### config.mk
export PLATFORM = sky130hd
export DESIGN_NAME = ebt_timer
export DESIGN_NICKNAME = d
export VERILOG_FILES = /design/src/hdl/ebt_timer.v
export VERILOG_INCLUDE_DIRS = /design/src /design/src/hdl
export SDC_FILE = /design/constraint.sdc
export NUM_CORES = 1
export LEC_CHECK = 0
export BUFFER_PORTS_ARGS = -buffer_cell sky130_fd_sc_hd__buf_2
export CORE_UTILIZATION = 45
export CTS_CLUSTER_SIZE = 8
export DETAILED_ROUTE_END_ITERATION = 10
export GPL_TIMING_DRIVEN = 0
export HOLD_SLACK_MARGIN = 0.08
export PLACE_DENSITY = 0.73
export SYNTH_ARGS = -nofsm -noshare
export SYNTH_HDL_FRONTEND = slang
export SYNTH_SLANG_ARGS = --single-unit
### constraint.sdc
create_clock -name pclk -period 2.2 [get_ports pclk]
set_input_delay 0.44 -clock pclk [delete_from_list [all_inputs] [get_ports pclk]]
set_output_delay 0.44 -clock pclk [all_outputs]
set_load 0.01 [all_outputs]
### src/hdl/ebt_defs.vh
// Constants for the eight-bit timer: register offsets, fields, codes, reset values
`ifndef EBT_DEFS_VH
`define EBT_DEFS_VH

// ****************************************
// Register byte offsets
// ****************************************
`define EBT_OFS_COUNTER   12'h000
`define EBT_OFS_CONTROL   12'h004
`define EBT_OFS_MASK      12'h008
`define EBT_OFS_FLAGS     12'h00c
`define EBT_OFS_IRQ_STAT  12'h010
`define EBT_OFS_IRQ_MASK  12'h014

// ****************************************
// Field positions
// ****************************************
`define EBT_CTRL_CS_LSB   0
`define EBT_CTRL_CS_MSB   2
`define EBT_CTRL_PSR_BIT  3
`define EBT_CTRL_GIE_BIT  4
`define EBT_MASK_TOIE_BIT 0
`define EBT_FLAG_TOV_BIT  0
`define EBT_STAT_OVF_BIT  0
`define EBT_STAT_EXT_BIT  1

// ****************************************
// Clock select codes
// ****************************************
`define EBT_CS_STOP       3'h0
`define EBT_CS_DIV1       3'h1
`define EBT_CS_DIV8       3'h2
`define EBT_CS_DIV64      3'h3
`define EBT_CS_DIV256     3'h4
`define EBT_CS_DIV1024    3'h5
`define EBT_CS_EXT_FALL   3'h6
`define EBT_CS_EXT_RISE   3'h7

// ****************************************
// Prescaler and reset values
// ****************************************
`define EBT_PRE_WIDTH     10
`define EBT_COUNT_RESET   8'h00
`define EBT_MAX_VALUE     8'hff
`define EBT_CS_RESET      3'h0

`endif

### src/hdl/ebt_timer.v
// Eight-bit up-counting timer with shared prescaler, external pin count and APB slave
//
// Added by the designer: the address map and the APB register port.
`timescale 1ns/1ps
// Operation
// - Each selected tick adds one, upward only
// - Clock select zero stops counter, no ticks
// - Counter readable and writable at any time
// - Software write beats a same-cycle count
// - No self clear; wraps 0xff to zero
// - Overflow flag set on wrap tick
// - Codes 1..5 pick /1,/8,/64,/256,/1024
// - Code 6 falling, 7 rising pin edge
// - Pin edges count even when driven locally
// - Irq needs global enable, mask, flag; here timer_irq_req only, irq needs just status and irq mask
// - Flag cleared by vector ack or write-one
// - Prescaler free running, shared with other timer
// - First prescaled count within 1..N+1 cycles
// - Prescaler reset restarts every sharing timer
// - Pin sampled each clock before edge detect
// - Prescaler reset bit self clears, reads zero
// - Counter updates 2.5..3.5 cycles after edge; here 3..4 cycles
`include "ebt_defs.vh"

module ebt_timer #(
   parameter PRE_WIDTH = `EBT_PRE_WIDTH    // Prescaler counter width
)(
   input  wire        pclk,
   input  wire        presetn,
   input  wire        psel,
   input  wire        penable,
   input  wire        pwrite,
   input  wire [11:0] paddr,
   input  wire [31:0] pwdata,
   output reg  [31:0] prdata,
   output reg         pready,
   output reg         pslverr,
   input  wire        count_input_pin,
   input  wire        ovf_vector_ack,
   input  wire        ext_prescaler_reset,
   output reg         prescaler_reset_out,
   output reg  [PRE_WIDTH-1:0] prescaler_taps,
   output reg         timer_irq_req,
   output reg         irq
);

   // ****************************************
   // Register state
   // ****************************************
   reg  [7:0]           counter_value_reg;   // Counter
   reg  [2:0]           clock_select_reg;    // Clock select field
   reg                  global_irq_en_reg;   // Global interrupt enable
   reg                  overflow_irq_enable_reg; // Mask bit
   reg                  overflow_flag_reg;   // Overflow flag
   reg  [1:0]           irq_status_reg;      // Sticky event bits
   reg  [1:0]           irq_mask_reg;        // Event mask
   reg  [PRE_WIDTH-1:0] prescaler_reg;       // Free-running prescaler
   reg  [PRE_WIDTH-1:0] prescaler_next;
   reg                  pin_meta_reg;        // Synchroniser stage 1
   reg                  pin_sync_reg;        // Synchroniser stage 2
   reg                  pin_prev_reg;        // Edge detector history
   reg                  tick_reg;            // Registered timer tick

   // ****************************************
   // Bus decode
   // ****************************************
   wire access   = psel & penable;           // Access phase, zero wait
   wire wr_en    = access & pwrite;
   wire rd_en    = access & ~pwrite;
   wire hit_cnt  = (paddr == `EBT_OFS_COUNTER);
   wire hit_ctl  = (paddr == `EBT_OFS_CONTROL);
   wire hit_msk  = (paddr == `EBT_OFS_MASK);
   wire hit_flg  = (paddr == `EBT_OFS_FLAGS);
   wire hit_ist  = (paddr == `EBT_OFS_IRQ_STAT);
   wire hit_imk  = (paddr == `EBT_OFS_IRQ_MASK);
   // Only exact word offsets decode; anything else answers with an
   // error and leaves every register untouched
   wire mapped   = hit_cnt | hit_ctl | hit_msk | hit_flg | hit_ist | hit_imk;
   // Prescaler reset from software or from the partner timer
   wire psr_wr   = wr_en & hit_ctl & pwdata[`EBT_CTRL_PSR_BIT];
   wire psr_any  = psr_wr | ext_prescaler_reset;

   // ****************************************
   // Shared prescaler
   // ****************************************
   // Runs whatever the clock select says, so the first tick lands
   // somewhere within one divisor period after enabling.
   always @*
   begin
      if (psr_any)
      begin
         prescaler_next = {PRE_WIDTH{1'b0}};
      end
      else
      begin
         prescaler_next = prescaler_reg + {{(PRE_WIDTH-1){1'b0}}, 1'b1};
      end
   end

   // Tap pulses fire while the low bits of the prescaler are all ones, the cycle before they wrap to zero
   // The second timer sees the same phases through prescaler_taps,
   // so a reset from either side moves both
   wire tap8    = (prescaler_reg[2:0] == 3'h7);
   wire tap64   = (prescaler_reg[5:0] == 6'h3f);
   wire tap256  = (prescaler_reg[7:0] == 8'hff);
   wire tap1024 = (prescaler_reg[9:0] == 10'h3ff);

   always @(posedge pclk or negedge presetn)
   begin
      if (!presetn)
      begin
         prescaler_reg <= {PRE_WIDTH{1'b0}};
      end
      else
      begin
         prescaler_reg <= prescaler_next;
      end
   end

   // ****************************************
   // Count pin synchroniser and edge detect
   // ****************************************
   // The pin is sampled even while the port drives it as an output.
   // The first stage may go metastable; only the second stage feeds
   // the edge detector, at the price of two cycles of latency.
   always @(posedge pclk or negedge presetn)
   begin
      if (!presetn)
      begin
         pin_meta_reg <= 1'b0;
         pin_sync_reg <= 1'b0;
         pin_prev_reg <= 1'b0;
      end
      else
      begin
         pin_meta_reg <= count_input_pin;
         pin_sync_reg <= pin_meta_reg;
         pin_prev_reg <= pin_sync_reg;
      end
   end

   wire rise_edge = pin_sync_reg & ~pin_prev_reg;
   wire fall_edge = ~pin_sync_reg & pin_prev_reg;

   // ****************************************
   // Clock select multiplexer
   // ****************************************
   // Changing the select while a pin edge is in flight can give one
   // stray tick; software should switch modes with the pin quiet.
   reg tick_sel;                               // Combinational tick choice
   always @*
   begin
      case (clock_select_reg)
         `EBT_CS_STOP:     tick_sel = 1'b0;
         `EBT_CS_DIV1:     tick_sel = 1'b1;
         `EBT_CS_DIV8:     tick_sel = tap8;
         `EBT_CS_DIV64:    tick_sel = tap64;
         `EBT_CS_DIV256:   tick_sel = tap256;
         `EBT_CS_DIV1024:  tick_sel = tap1024;
         `EBT_CS_EXT_FALL: tick_sel = fall_edge;
         `EBT_CS_EXT_RISE: tick_sel = rise_edge;
         default:          tick_sel = 1'b0;
      endcase
   end

   // Tick is registered; with the two sync stages the count lands
   // three clocks after the pin is first sampled.
   always @(posedge pclk or negedge presetn)
   begin
      if (!presetn)
      begin
         tick_reg <= 1'b0;
      end
      else
      begin
         tick_reg <= tick_sel & (clock_select_reg != `EBT_CS_STOP);
      end
   end

   // ****************************************
   // Counter and overflow flag
   // ****************************************
   wire cnt_wr   = wr_en & hit_cnt;
   // A tick already registered when software stops the timer is
   // dropped, so the counter stands still while the select reads zero
   wire run_en   = (clock_select_reg != `EBT_CS_STOP);
   wire tick     = tick_reg & run_en;
   wire wrap     = tick & (counter_value_reg == `EBT_MAX_VALUE);
   wire flag_w1c = wr_en & hit_flg & pwdata[`EBT_FLAG_TOV_BIT];
   // Overflow while the write counts as lost, software owns the value
   wire ovf_evt  = wrap & ~cnt_wr;
   wire pin_evt  = tick & clock_select_reg[2] & clock_select_reg[1];

   always @(posedge pclk or negedge presetn)
   begin
      if (!presetn)
      begin
         counter_value_reg <= `EBT_COUNT_RESET;
         overflow_flag_reg <= 1'b0;
      end
      else
      begin
         if (cnt_wr)
         begin
            counter_value_reg <= pwdata[7:0];
         end
         else if (tick)
         begin
            counter_value_reg <= counter_value_reg + 8'h01;
         end
         // A vector ack or write-one racing a wrap loses, so no overflow is missed
         // Set wins over any clear in the same cycle
         if (ovf_evt)
         begin
            overflow_flag_reg <= 1'b1;
         end
         else if (flag_w1c | ovf_vector_ack)
         begin
            overflow_flag_reg <= 1'b0;
         end
      end
   end

   // ****************************************
   // Control and mask registers
   // ****************************************
   // Plain software-owned state; the prescaler reset bit is not stored,
   // it only fires a one-cycle pulse from the bus decode
   always @(posedge pclk or negedge presetn)
   begin
      if (!presetn)
      begin
         clock_select_reg        <= `EBT_CS_RESET;
         global_irq_en_reg       <= 1'b0;
         overflow_irq_enable_reg <= 1'b0;
         irq_mask_reg            <= 2'h0;
      end
      else
      begin
         if (wr_en & hit_ctl)
         begin
            clock_select_reg  <= pwdata[`EBT_CTRL_CS_MSB:`EBT_CTRL_CS_LSB];
            global_irq_en_reg <= pwdata[`EBT_CTRL_GIE_BIT];
         end
         if (wr_en & hit_msk)
         begin
            overflow_irq_enable_reg <= pwdata[`EBT_MASK_TOIE_BIT];
         end
         if (wr_en & hit_imk)
         begin
            irq_mask_reg <= pwdata[1:0];
         end
      end
   end

   // ****************************************
   // Sticky event status, cleared on read
   // ****************************************
   wire       ist_rd = rd_en & hit_ist;
   wire [1:0] events = {pin_evt, ovf_evt};
   // Clear only the bits that were handed to software: an event that
   // lands in the setup cycle of the read is kept for the next read
   wire [1:0] status_next = (ist_rd ? (irq_status_reg & ~prdata[1:0]) : irq_status_reg)
                            | events;
   always @(posedge pclk or negedge presetn)
   begin
      if (!presetn)
      begin
         irq_status_reg <= 2'h0;
      end
      else
      begin
         // New events survive a read in the same cycle
         irq_status_reg <= status_next;
      end
   end

   // ****************************************
   // Outputs and read data
   // ****************************************
   // Picked from the address alone; the bus stage below decides
   // whether it reaches prdata, so idle cycles read back zero
   reg [31:0] rdata_mux;                       // Read data selection
   always @*
   begin
      rdata_mux = 32'h0000_0000;
      if (hit_cnt)
      begin
         rdata_mux[7:0] = counter_value_reg;
      end
      else if (hit_ctl)
      begin
         // Prescaler reset bit always reads zero
         rdata_mux[2:0] = clock_select_reg;
         rdata_mux[`EBT_CTRL_GIE_BIT] = global_irq_en_reg;
      end
      else if (hit_msk)
      begin
         rdata_mux[`EBT_MASK_TOIE_BIT] = overflow_irq_enable_reg;
      end
      else if (hit_flg)
      begin
         rdata_mux[`EBT_FLAG_TOV_BIT] = overflow_flag_reg;
      end
      else if (hit_ist)
      begin
         rdata_mux[1:0] = irq_status_reg;
      end
      else if (hit_imk)
      begin
         rdata_mux[1:0] = irq_mask_reg;
      end
   end

   // Zero-wait slave: ready rises in the setup cycle, read data is
   // registered then, so the access phase completes on its first edge.
   // Both interrupt outputs look at next-state values so that they
   // move on the same edge as the flag and status bits they report;
   // the enables themselves take effect one edge after their write.
   always @(posedge pclk or negedge presetn)
   begin
      if (!presetn)
      begin
         prdata              <= 32'h0000_0000;
         pready              <= 1'b0;
         pslverr             <= 1'b0;
         prescaler_reset_out <= 1'b0;
         prescaler_taps      <= {PRE_WIDTH{1'b0}};
         timer_irq_req       <= 1'b0;
         irq                 <= 1'b0;
      end
      else
      begin
         pready              <= psel & ~penable;
         pslverr             <= psel & ~penable & ~mapped;
         prdata              <= (psel & ~penable & ~pwrite) ? rdata_mux : 32'h0000_0000;
         prescaler_reset_out <= psr_wr;
         prescaler_taps      <= prescaler_next;
         timer_irq_req       <= global_irq_en_reg & overflow_irq_enable_reg
                                & (overflow_flag_reg | ovf_evt)
                                & ~(flag_w1c & ~ovf_evt)
                                & ~(ovf_vector_ack & ~ovf_evt);
         irq                 <= |(status_next & irq_mask_reg);
      end
   end

endmodule

==> impl_results.md <==
- Crit end category: register
- CTS tree: done
- Full die area: 0.00570 sq mm
- Tot Pwr: 0.00166 W
- Die Width: 75.5 microns
- Final Max Tran Viols: 0
- Routability congestion estimate: 0.851
- Hold-fix buffers, CTS: 0
- Crit. Startpoint: clock_select_reg[0]$_DFFE_PN0N_
- Synth top area share: 46.3%
- Slowest cell on crit path: dfrtp_1
- Sequential-to-total area share from yosys stat: 46.3%
- CTS Buf Count: 5
- Crit path buf inv count: 0
- Post-Synth Adder-Cell Area: 1.54%
- Post-Synth Simple-Gate Area: 22.8%
- Worst path required time: 2.38 ns
- Via count: 1,870
- Port bufs: 49
- First-pass GRT wire length: 7.67 mm
- Vias in the first global route: 1,667
- Pre-Repair DR Iteration Count: 4
- Syn Std Cell Area: 0.00243 sq mm
- P per Cell Area: 560 mW/mm^2
- ANT cells: 0
- Main combinational cell family by area after synthesis: simple AND/OR/NAND/NOR gates
- Synth area leaders: dfrtp_1 46%, buf_4 7.7%, mux2_2 5.1%
- Distinct cells, synth: 51
- Crit path largest cell delay: 0.49 ns
- Fin. Hold Viols: 0
- Largest net degree at the start of global routing: 46
- Syn Inst Count: 233
- Min Hold Slack: 0.235 ns
- Worst vdd ir: 0.000271 V
- R2r startpoint: clock_select_reg[0]$_DFFE_PN0N_
- Row cnt: 26
- DRC: 0
- Clk sinks: 45
- DRT Wirelength: 4.87 mm
- Leakage power: 1.52 nW
- Setup_tns: 0 ns
- Core region area: 0.00514 sq mm
- Final Cycle Share: 82.3%
- Worst-Margin Slew: 0.992 ns
- Status: finished, final reports clean
- Number of setup buffers added after CTS: 0
- Die height: 75.5 microns
- Worst r2r path cells: 4
- WP depth: 4
- Warnings from Yosys: 0
- Yosys reg bits: 45
- # IOs: 99
- Initial Util: 47.3%
- Relative slew margins: 33.9%
- Ys async rst share: 100%
- Hold depth: 1
- H-tree level count: 2
- Crit Path Max Fanout: 8
- Top delay family on crit path: compound AO/OA/AOI/OAI gates
- WL/cell: 12.7 microns
- CP Cell Sequence: o311a_1 -> and4_1 -> and2_4 -> a221o_1
- Mux contribution to synthesized area: 5.92%
- CTS resizes: 0
- Worst Setup Start Kind: register
- Max Buffers Root-to-Sink: 2
- Final net count: 367
- Worst Hold Class: input pin to register
- CTS Root Cell: clkbuf_8
- Mapped Avg Cell Area: 10.4 sq um
- Hold_sp: count_input_pin
- Main flop type after synthesis: dfrtp_1
- Tmin final: 1.81 ns
- P&R area growth vs syn: 22.1%
- Synth cell count leaders: 45 x dfrtp_1, 25 x buf_4, 20 x nor2_1
- Clk_skew: 0.0132 ns
- HPWL after DPL: 3.63 mm
- Share of cells above drive strength 1: 33.9%
- Most frequent cell after synthesis: dfrtp_1
- CP Data Arrival Time: 2.00 ns
- Worst-Skew Late Latency: 0.31 ns
- Clock-pin slew on the worst setup and hold paths: 0.10 ns
- Post-Synth XOR/XNOR Area: 5.05%
- Antenna-violating nets left: 0
- DR vias/cell: 4.88
- RSZ-0062 raised after global routing: false
- Initial antenna violation count: 0
- EDFF count, synth: 0
- Synth Area in Compound Gates: 8.65%
- Reg2Reg Setup Slack: 0.39 ns
- Tot GR Track Use: 18.0%
- DRT iter0 DRCs: 65
- WS Path Type: register to register
- F_max: 552 MHz
- Setup Viol. Count Final: 0
- Total gr overflow: 0
- Max_cap viols: 0
- Max reg flops: 10
- Cell taking the most area after synthesis: dfrtp_1
==> cells in the final DEF (no fill, tap or decap), types with 2 or more instances in the layout <==
cell type and instances:
nor4_4 2, nor2b_1 3, nand2_1 13, dfrtp_1 45, inv_1 5, mux2i_1 2, xnor2_1 7, o311ai_0 2
mux2_2 11, o31ai_1 3, nand4_1 6, nor3_1 7, buf_4 25, and4b_1 2, xor2_1 7, nor4_1 2
clkbuf_8 5, nor2_1 20, nand4_2 2, conb_1 24, and3_1 8, and2_1 8, nand2b_1 4, ha_1 3
buf_2 51, a21oi_1 10, nand3_1 8
==> worst paths after layout <==
check | to
setup / recovery | irq$_DFF_PN0_
hold / removal | pin_meta_reg$_DFF_PN0_
hold reg to reg | pin_sync_reg$_DFF_PN0_
setup reg to reg | irq$_DFF_PN0_
min in group asynchronous | prdata[6]$_DFF_PN0_
max in group asynchronous | irq_status_reg[0]$_DFF_PN0_
==> kinds of logic after synthesis <==
kind of cell	count (synthesis)
AO/OA/AOI/OAI	30
XOR/XNOR	14
adder cells (fa/ha/maj)	3
buffers and inverters	34
flip-flops	45
multiplexers	13
other	1
AND/OR/NAND/NOR	93
==> power breakdown <==
group          internal [W]  switching [W]  total (W)  leakage [nW]
clock              0.000348       0.000309   0.000657        0.0603
combinational     0.0000701      0.0000906   0.000161         0.878
sequential         0.000836     0.00000853   0.000844         0.586
==> per-stage QoR <==
stage	std cells	setup slack, ns	util (%)	area [sq um]
final	383	0.389	57.7	2970
after detailed placement	375	0.171	55.4	2850
after CTS	383	0.397	57.7	2970
after global placement	375	0.201	55.4	2850
after global routing	383	0.335	57.7	2970
after floorplan	256	0.483	-	2520
==> worst reg2reg max path: stages, from the launching register on <==
cell	delay [ns]
dfrtp_1	0.49
o311a_1	0.48
and4_1	0.23
and2_4	0.16
a221o_1	0.34
==> per-layer routing <==
metal	vias up	track usage, %	part of all wire (%)
met3	4	3.97	5.3
met4	0	5.14	1.1
li1	928	-	-
met1	882	24.6	46
met5	-	0	0
met2	56	29.1	48
==> layout make-up <==
class                      count  area (sq um)
clock buffer                   5          68.8
fill                         495          2170
clock inverter                 3          50.0
buffer                        29           213
inverter                       5          18.8
sequential                    45          1130
timing repair buffer          49           245
multi-input combinational    177          1160
tap                           70          87.6
No activity file was read; power rests on OpenSTA's default activity.
